## src/p0io_pkg.sv

```systemverilog
/*
 * p0io_pkg: constants shared by the port 0 block: special function space
 * window, register offsets, reset values and widths.
 * Assumes the CPU bus presents a 16-bit byte address and 8-bit data.
 */
`default_nettype none
package p0io_pkg;
	localparam int          ADDR_W       = 16;
	localparam int          DATA_W       = 8;
	localparam int          OFS_W        = 6;
	// special function space spans 0000H..003FH
	localparam logic [15:0] SFS_BASE     = 16'h0000;
	localparam logic [15:0] SFS_LAST     = 16'h003F;
	localparam logic [5:0]  OFS_LATCH    = 6'h00;
	localparam logic [5:0]  OFS_DRIVE    = 6'h0B;
	localparam logic [5:0]  OFS_PINLVL   = 6'h0C;
	localparam logic [7:0]  LATCH_RESET  = 8'hFF;
	localparam logic [7:0]  DRIVE_RESET  = 8'h00;
	localparam logic [7:0]  RDATA_IDLE   = 8'h00;
	localparam int          SYNC_STAGES  = 2;
endpackage
`default_nettype wire

```

## src/p0io_sync.sv

```systemverilog
/*
 * p0io_sync: two-stage synchroniser for a vector of levels.
 * Assumes rst_n is asynchronous; flops take RESET_VAL while it is low.
 */
`timescale 1ns/1ns
`default_nettype none
module p0io_sync #(
	parameter int             WIDTH     = 8,
	parameter logic [WIDTH-1:0] RESET_VAL = '0
) (
	input  wire logic             clk,
	input  wire logic             rst_n,
	input  wire logic [WIDTH-1:0] din,
	output logic      [WIDTH-1:0] dout
);
	typedef struct packed {
		logic [WIDTH-1:0] meta;
		logic [WIDTH-1:0] stable;
	} p0io_sync_s;

	p0io_sync_s state_reg;
	p0io_sync_s state_next;

	always_comb begin
		state_next        = state_reg;
		state_next.meta   = din;
		// first stage feeds only the second stage
		state_next.stable = state_reg.meta;
	end

	always_ff @(posedge clk or negedge rst_n) begin
		if (!rst_n) begin
			state_reg <= {RESET_VAL, RESET_VAL};
		end else begin
			state_reg <= state_next;
		end
	end

	assign dout = state_reg.stable;
endmodule // p0io_sync
`default_nettype wire

```

## src/p0io_top.sv

```systemverilog
/*
 * p0io_top: 8-bit bidirectional port 0 with output latch, drive type
 * select and pin level read, reached through the special function space.
 * Assumes a single-cycle CPU strobe per access on CLK, alternate function
 * units on the same clock, and an external pad that resolves O/OE.
 */
// Overview of operation
// - decode registers inside 0000H..003FH window only
// - output latch holds value until rewritten
// - pin level sampled in read state one
// - pin output changes in write state two
// - eight-bit port shared with peripheral functions
// - general output drives latch onto pin
// - reset sets latch ones, drive select zeros
// - drive bit zero open-drain, one push-pull
// - latch register read returns stored latch
// - read-only pin level register at 000CH
`timescale 1ns/1ns
`default_nettype none
module p0io_top #(
	parameter int WIDTH = 8
) (
	input  wire logic                          CLK,
	input  wire logic                          ARST_N,
	input  wire logic [p0io_pkg::ADDR_W-1:0]   ADDR,
	input  wire logic                          RD_STB,
	input  wire logic                          WR_STB,
	input  wire logic [p0io_pkg::DATA_W-1:0]   WDATA,
	output logic      [p0io_pkg::DATA_W-1:0]   RDATA,
	output logic                               RVALID,
	input  wire logic [WIDTH-1:0]              ALT_OUT,
	input  wire logic [WIDTH-1:0]              ALT_EN,
	output logic      [WIDTH-1:0]              PIN_LEVEL,
	input  wire logic [WIDTH-1:0]              P0_I,
	output logic      [WIDTH-1:0]              P0_O,
	output logic      [WIDTH-1:0]              P0_OE
);
	typedef struct packed {
		logic [WIDTH-1:0]            latch;
		logic [WIDTH-1:0]            drive;
		logic [p0io_pkg::DATA_W-1:0] rdata;
		logic                        rvalid;
		logic [WIDTH-1:0]            pin_o;
		logic [WIDTH-1:0]            pin_oe;
	} p0io_state_s;

	typedef enum logic [1:0] {
		P0IO_SEL_NONE   = 2'b00,
		P0IO_SEL_LATCH  = 2'b01,
		P0IO_SEL_DRIVE  = 2'b10,
		P0IO_SEL_PINLVL = 2'b11
	} p0io_sel_e;

	logic                    rst_n;
	logic        [WIDTH-1:0] pin_sync;
	p0io_state_s             state_reg;
	p0io_state_s             state_next;
	p0io_sel_e               sel;
	logic        [WIDTH-1:0] level;

	// release of the async reset is retimed so all flops leave reset together
	p0io_sync #(
		.WIDTH     (1),
		.RESET_VAL (1'b0)
	) u_rst_sync (
		.clk   (CLK),
		.rst_n (ARST_N),
		.din   (1'b1),
		.dout  (rst_n)
	);

	// pins come from outside the clock domain
	p0io_sync #(
		.WIDTH     (WIDTH),
		.RESET_VAL ({WIDTH{1'b1}})
	) u_pin_sync (
		.clk   (CLK),
		.rst_n (rst_n),
		.din   (P0_I),
		.dout  (pin_sync)
	);

	// full 16-bit compare so aliases outside the window never hit
	function automatic p0io_sel_e decode(input logic [p0io_pkg::ADDR_W-1:0] a);
		logic [p0io_pkg::OFS_W-1:0] ofs;
		ofs = a[p0io_pkg::OFS_W-1:0];
		decode = P0IO_SEL_NONE;
		if (a >= p0io_pkg::SFS_BASE && a <= p0io_pkg::SFS_LAST) begin
			case (ofs)
				p0io_pkg::OFS_LATCH:  decode = P0IO_SEL_LATCH;
				p0io_pkg::OFS_DRIVE:  decode = P0IO_SEL_DRIVE;
				p0io_pkg::OFS_PINLVL: decode = P0IO_SEL_PINLVL;
				default:              decode = P0IO_SEL_NONE;
			endcase
		end
	endfunction

	assign sel = decode(ADDR);

	// drive value per bit: alternate unit can only pull a latch of one low
	function automatic logic [WIDTH-1:0] out_value(input logic [WIDTH-1:0] lat,
	                                               input logic [WIDTH-1:0] aen,
	                                               input logic [WIDTH-1:0] aout);
		out_value = lat & (~aen | aout);
	endfunction

	always_comb begin
		state_next        = state_reg;
		state_next.rvalid = 1'b0;
		level             = '0;
		// write taken at the end of state one; pins move in state two
		if (WR_STB) begin
			case (sel)
				P0IO_SEL_LATCH:  state_next.latch = WDATA[WIDTH-1:0];
				P0IO_SEL_DRIVE:  state_next.drive = WDATA[WIDTH-1:0];
				default:         state_next.latch = state_reg.latch;
			endcase
		end
		if (RD_STB) begin
			state_next.rvalid = 1'b1;
			case (sel)
				P0IO_SEL_LATCH:  state_next.rdata = {{(p0io_pkg::DATA_W-WIDTH){1'b0}},
				                                    state_reg.latch};
				P0IO_SEL_DRIVE:  state_next.rdata = {{(p0io_pkg::DATA_W-WIDTH){1'b0}},
				                                    state_reg.drive};
				// pin level taken in the strobe cycle, i.e. read state one
				P0IO_SEL_PINLVL: state_next.rdata = {{(p0io_pkg::DATA_W-WIDTH){1'b0}},
				                                    pin_sync};
				default:         state_next.rdata = p0io_pkg::RDATA_IDLE;
			endcase
		end
		level = out_value(state_next.latch, ALT_EN, ALT_OUT);
		for (int i = 0; i < WIDTH; i++) begin
			if (state_next.drive[i]) begin
				state_next.pin_o[i]  = level[i];
				state_next.pin_oe[i] = 1'b1;
			end else begin
				// open drain: one floats, zero sinks
				state_next.pin_o[i]  = 1'b0;
				state_next.pin_oe[i] = ~level[i];
			end
		end
	end

	always_ff @(posedge CLK or negedge rst_n) begin
		if (!rst_n) begin
			state_reg.latch  <= p0io_pkg::LATCH_RESET[WIDTH-1:0];
			state_reg.drive  <= p0io_pkg::DRIVE_RESET[WIDTH-1:0];
			state_reg.rdata  <= p0io_pkg::RDATA_IDLE;
			state_reg.rvalid <= 1'b0;
			state_reg.pin_o  <= '0;
			state_reg.pin_oe <= '0;
		end else begin
			state_reg <= state_next;
		end
	end

	assign RDATA     = state_reg.rdata;
	assign RVALID    = state_reg.rvalid;
	assign P0_O      = state_reg.pin_o;
	assign P0_OE     = state_reg.pin_oe;
	// synchronised levels for interrupt, serial, uart and timer inputs
	assign PIN_LEVEL = pin_sync;
endmodule // p0io_top
`default_nettype wire

```

## config.mk

```make
export PLATFORM = sky130hd
export DESIGN_NAME = p0io_top
export DESIGN_NICKNAME = d
export VERILOG_FILES = /design/src/p0io_pkg.sv /design/src/p0io_sync.sv /design/src/p0io_top.sv
export SDC_FILE = /design/constraint.sdc
export NUM_CORES = 1
export LEC_CHECK = 0
export BUFFER_PORTS_ARGS = -buffer_cell sky130_fd_sc_hd__buf_4
export CAP_MARGIN = 30
export CORE_MARGIN = 2
export CORE_UTILIZATION = 50
export CTS_BUF_LIST = sky130_fd_sc_hd__clkbuf_16
export CTS_CLUSTER_SIZE = 28
export DETAILED_ROUTE_END_ITERATION = 10
export PLACE_DENSITY = 0.84
export SLEW_MARGIN = 20
export SYNTH_ARGS = -nofsm -noshare
export SYNTH_HDL_FRONTEND = slang
export SYNTH_SLANG_ARGS = --single-unit
```

## constraint.sdc

```tcl
create_clock -name CLK -period 2.4 [get_ports CLK]
set_input_delay 0.48 -clock CLK [delete_from_list [all_inputs] [get_ports CLK]]
set_output_delay 0.48 -clock CLK [all_outputs]
set_load 0.05 [all_outputs]
```

## Word level (Yosys, flattened, before mapping)

Index checks and enable logic that the tools add are counted.

| word-level totals | value |
|---|---|
| register bits | 59 |
| input port bits | 52 |
| output and inout port bits | 33 |
| word-level logic and storage cells | 53 |

| operators by class | value |
|---|---|
| magnitude comparators | 2 |
| equal/unequal tests | 5 |
| muxes and demuxes | 23 |
| bitwise gates (word level) | 11 |
| reduce and logical (&&, ||, !) cells | 2 |

Operators by type and width:

| cell | number |
|---|---|
| 8-bit one-hot mux with 3 select lines | 1 |
| 1-bit two-way mux | 17 |
| 16-bit by 1-bit greater-or-equal comparator with 1-bit output (second input constant) | 1 |
| 16-bit by 6-bit <= comparator with 1-bit output (second input constant) | 1 |
| 16-bit two-way mux | 1 |
| 8-bit two-way mux | 2 |
| 6-bit by 4-bit == test with 1-bit output (second input constant) | 2 |
| 8-bit bitwise AND | 1 |
| 1-bit inverter | 8 |
| 8-bit inverter | 1 |
| 8-bit bitwise OR | 1 |
| 6-bit logical NOT | 1 |
| 2-bit one-hot mux with 3 select lines | 1 |
| 2-bit == test (second input constant) | 2 |
| 2-bit by 1-bit == test with 1-bit output (second input constant) | 1 |
| 2-bit two-way mux | 1 |
| 1-bit logical AND | 1 |

## Logic depth before layout (Yosys ltp)

| depth | value |
|---|---|
| depth after elaboration | 9 |
| mapped depth | 8 |
| mapped depth without buffers | 5 |

## Hierarchy

From an unflattened synthesis, not the netlist that was laid out.

| second synthesis, totals | value |
|---|---|
| cells, all modules | 249 |
| area total of the unflattened synthesis | 2980.4 um^2 |

By module, submodules not included:

| module | instances | cells an instance | area each (um^2) | sequential area each (um^2) |
|---|---|---|---|---|
| p0io_top | 1 | 231 | 2509.9 | 1036.0 |
| p0io_sync (u_pin_sync) | 1 | 16 | 420.4 | 420.4 |
| p0io_sync (u_rst_sync) | 1 | 2 | 50.0 | 50.0 |

## Least setup slack after synthesis

Ideal clock, no wire load.

| timing path | value |
|---|---|
| path type | input -> register |
| from | input ADDR[5] in the netlist's numbering |
| to | register state_reg (netlist bit P0_OE[6]) |
| library setup time | 0.126 ns |
| arrival | 2.068 ns |
| data required time | 2.274 ns |
| setup slack | 0.206 ns |
| stages on the path | 8 |
| buffers on the path | 3 |
| path through | or4_1 -> buf_2 -> nor3_4 -> and2_1 -> buf_6 -> buf_8 -> o22ai_2 -> a221o_1 |

RTL lines:

| item | line | text |
|---|---|---|
| from (decl) | p0io_top.sv:25 | `input wire logic [p0io_pkg::ADDR_W-1:0] ADDR,` |
| to (signal assigned) | p0io_top.sv:154 | `state_reg <= state_next;` |
| to (decl) | p0io_top.sv:56 | `p0io_state_s state_reg;` |

==> run summary <==
=================================================================================
Share of power burned in the clock network .........................        0.474
Cell with the largest stage delay on the worst path ................ sky130_fd_sc_hd__or4_1
Number of hold violations in the final report ......................            0
Adder-Cell Fraction of Synth Area ..................................            0
Startpoint kind of the worst setup timing path .....................    input pin
Effective utilization at floorplan .................................       0.5212
Most numerous cell in the Yosys netlist ............................ sky130_fd_sc_hd__nand2_1
Max Used Layer .....................................................         met4
Crit Reg-Reg Endpoint ..............................................     RDATA[3]
Metal1 wirelength ..................................................      2471 um
Maximum clock rate .................................................    511.5 MHz
Post-Synth Simple-Gate Area ........................................       0.1294
Worst reg-to-reg setup slack .......................................      1.31 ns
GRT Residual Overflow ..............................................            0
DRC ................................................................            0
Smallest hold slack ................................................    0.2627 ns
Combinational family with the most area after synthesis ............ compound AO/OA/AOI/OAI gates
Longest individual stage delay on the worst path ...................      0.67 ns
Max_cap viols ......................................................            0
Largest clock skew in the final design .............................  0.007850 ns
Library cells used by synthesis ....................................           40
Mux contribution to synthesized area ...............................      0.04531
Clock tree buffer depth ............................................            2
Share of the core filled with cells ................................       0.6872
Count of warnings emitted by yosys .................................            0
Detailed placer's ending HPWL ......................................      4503 um
Ports ..............................................................           85
Number of CTS-inserted buffers .....................................            9
Leakage dissipation ................................................     1.661 nW
DRC violation total after the first TritonRoute iteration ..........          152
Startpoint of the tightest hold check path .........................      P0_I[0]
Die boundary height ................................................     77.20 um
Total Nets Final ...................................................          373
# setup viols final ................................................            0
End point of the most critical hold path ........................... u_pin_sync.state_next[0]
Data required, critical path .......................................      2.60 ns
Worst min-delay path category ...................................... input pin to flip-flop
Post-CTS setup buffer count ........................................            0
Total inserted antenna cells .......................................            0
Pre-antenna DRT Iters ..............................................            4
Final worst path period need .......................................     1.955 ns
Largest cells by area after synthesis .............................. sky130_fd_sc_hd__dfrtp_1 (33%), sky130_fd_sc_hd__dfstp_2 (24%), sky130_fd_sc_hd__buf_4 (6.7%)
Most numerous cell on the critical path ............................ sky130_fd_sc_hd__buf_4
Wire length per cell ...............................................     15.28 um
Type of destination of the critical path ...........................    flip-flop
Final Instance Area ................................................ 0.003532 mm2
Cell area power density ............................................ 642.2 mW/mm2
Placement Cell Area ................................................ 0.003268 mm2
Detailed-routed wire length on met3 ................................       391 um
Final cycle utilization of the critical path .......................       0.8146
Total Routed Length ................................................      6049 um
Critical path data arrival time ....................................      2.15 ns
Top-area cell type share of the netlist area .......................       0.3270
Post-synth design cell area ........................................ 0.002679 mm2
Detailed-route via count ...........................................         2073
Flip-flop count of the largest register after layout ...............           16
Final RePlAce weighted congestion ..................................       0.8029
FF-to-FF path depth ................................................            2
Number of storage elements in the synthesis netlist ................           59
Combinational group share of total power ...........................        0.067
Max IR drop VDD ....................................................    0.5458 mV
Avg Cell Area, Syn .................................................    10.98 um2
Share of flip-flops with an asynchronous set or reset ..............        1.000
Layout cells sized above 1 .........................................       0.4632
Start-to-end type of the worst setup path .......................... input pin to flip-flop
Area growth from synthesis to final layout .........................       31.85%
Root Buffer ........................................................ sky130_fd_sc_hd__clkbuf_16
Number of filler cells placed in the layout ........................          397
Remaining max-slew budget at the tightest pin ......................       0.5342
Width of the die ...................................................     77.20 um
Number of antenna violations at the first check in global routing ..            0
Number of cells upsized or downsized after cts .....................            0
Maximum fanout count along the critical path .......................            8
Met2 layer wire length in the routed design ........................      3067 um
Source of the worst register-to-register timing path ............... state_reg[28]
Number of rows created at floorplan ................................           26
Remaining antenna violation count after routing ....................            0
Global Route Usage Sum .............................................       0.2238
Switching power ....................................................     496.4 uW
Clock latency of the later-clocked register in the worst-skew pair .      0.32 ns
Main flop type after synthesis ..................................... sky130_fd_sc_hd__dfrtp_1
Internal power .....................................................     1.772 mW
Sequential share of power ..........................................        0.459
Final-report max-slew violation count ..............................            0
Xor-xnor portion of the synthesized cell area ......................     0.003270
Switching Share ....................................................       0.2189
Series of cell instances along the critical path ................... buf_4 -> or4_1 -> nor3_4 -> and2_1 -> buf_4 -> o22ai_1 -> a221o_1
Sequential cell area fraction in the yosys report ..................       0.5624
Reg clk slew, reported paths .......................................      0.05 ns
# hold bufs at CTS .................................................            1
Placeable core region .............................................. 0.005140 mm2
Wire length of the first global-routing pass .......................     10210 um
Most used standard cells in the synthesized netlist ................ sky130_fd_sc_hd__nand2_1 (41), sky130_fd_sc_hd__dfrtp_1 (35), sky130_fd_sc_hd__buf_4 (24), sky130_fd_sc_hd__dfstp_2 (24), sky130_fd_sc_hd__o21ai_0 (20)
Vias per cell ......................................................        5.235
CTS H-Tree Depth ...................................................            3
Via count of the first global-routing pass .........................         2137
Number of standard cells after synthesis ...........................          244
Largest net degree at the start of global routing ..................           33
Tightest Pin Transition ............................................    0.6940 ns
Count of flip-flops with a built-in enable after synthesis .........            0
Net count after synthesis ..........................................          296
Status .............................................................    completed
Setup repair after global routing missed its margin ................           no
Cell type contributing the most total cell area after synthesis .... sky130_fd_sc_hd__dfrtp_1
TritonCTS clock tree ...............................................        built
Hold path depth ....................................................            1
# port buffers .....................................................           84
Setup Total Neg Slack ..............................................         0 ns
Area of the die .................................................... 0.005959 mm2
Sinks on the clock net .............................................           59
Compound-Gate Fraction of Synth Area ...............................       0.1565
=================================================================================
==> logic make-up after synthesis <==
family,after synthesis
AOI/OAI and AO/OA,61
xor gates and xnor gates,1
buffers and inverters,42
DFF,59
muxes,11
other,1
and+or+nand+nor,69
==> final cells by class <==
| type | instances | area, um2 | share of cell area |
|---|---|---|---|
| Clock inverter | 7 | 28.78 | 0.008147 |
| Clock buffer | 9 | 225.2 | 0.06376 |
| Tap cell | 70 | 87.58 | 0.02480 |
| Sequential cell | 59 | 1508 | 0.4269 |
| Multi-Input combinational cell | 143 | 899.6 | 0.2547 |
| Timing Repair Buffer | 100 | 753.2 | 0.2132 |
| Inverter | 8 | 30.03 | 0.008502 |
==> routing by layer <==
metal / GRT usage / vias up
met2: 0.3687 / 94
li1: - / 989
met4: 0.1089 / 0
met3: 0.05647 / 10
met1: 0.2743 / 980
met5: 0 / -
==> layout by cell type (no fill, tap or decap), types with 2 or more instances in the layout <==
cell type / netlist / routed
sky130_fd_sc_hd__dfstp_2: 24 / 24
sky130_fd_sc_hd__mux2i_1: 2 / 2
sky130_fd_sc_hd__mux2_2: 9 / 9
sky130_fd_sc_hd__a21oi_1: 10 / 10
sky130_fd_sc_hd__nor2_1: 3 / 3
sky130_fd_sc_hd__dfrtp_1: 35 / 34
sky130_fd_sc_hd__o22ai_2: 2 / 2
sky130_fd_sc_hd__or3b_2: 2 / 2
sky130_fd_sc_hd__nor4_1: 2 / 2
sky130_fd_sc_hd__clkinv_2: 0 / 2
sky130_fd_sc_hd__a22o_1: 5 / 5
sky130_fd_sc_hd__inv_1: 8 / 10
sky130_fd_sc_hd__a31oi_1: 2 / 2
sky130_fd_sc_hd__nor2b_1: 7 / 7
sky130_fd_sc_hd__clkinv_1: 0 / 3
sky130_fd_sc_hd__o21ai_0: 20 / 20
sky130_fd_sc_hd__and2_1: 2 / 2
sky130_fd_sc_hd__a221o_1: 13 / 13
sky130_fd_sc_hd__buf_4: 24 / 99
sky130_fd_sc_hd__clkbuf_16: 0 / 9
sky130_fd_sc_hd__nand2_1: 41 / 41
sky130_fd_sc_hd__o22ai_1: 6 / 6
==> worst max-delay path: cells and delay by family <==
family	cells	cell delay (ns)
AOI/OAI and AO/OA	2	0.38
and+or+nand+nor	3	1.00
buffers and inverters	2	0.29
==> worst max path at each step <==
stage	startpoint	end	slack, ns	depth (start not counted)
after floorplan	ADDR[5]	P0_OE[6]	0.21	8
final	ADDR[5]	P0_OE[2]	0.44	7
after global routing	ADDR[5]	P0_OE[0]	0.34	5
after CTS	ADDR[5]	P0_OE[0]	0.45	7
after global placement	ADDR[5]	P0_OE[2]	0.17	7
after detailed placement	ADDR[5]	P0_OE[0]	0.13	7
==> through the flow <==
step                cells  setup WS [ns]  power, mW
finish                396         0.4450      2.268
CTS                   396         0.4545      2.287
global placement      379         0.1650      1.205
floorplan             244         0.2062      1.106
detailed placement    379         0.1291      1.208
global route          396         0.3421      2.351
==> power by group through the flow <==
| stage | combinational (mW) | sequential [mW] | clock [mW] |
|---|---|---|---|
| after floorplan | 0.0192 | 1.09 | 0 |
| after global placement | 0.149 | 1.06 | 0 |
| after detailed placement | 0.151 | 1.06 | 0 |
| after CTS | 0.153 | 1.04 | 1.09 |
| after global routing | 0.164 | 1.04 | 1.14 |
| final | 0.152 | 1.04 | 1.07 |
Note: power is estimated with default switching activity, not from simulation.
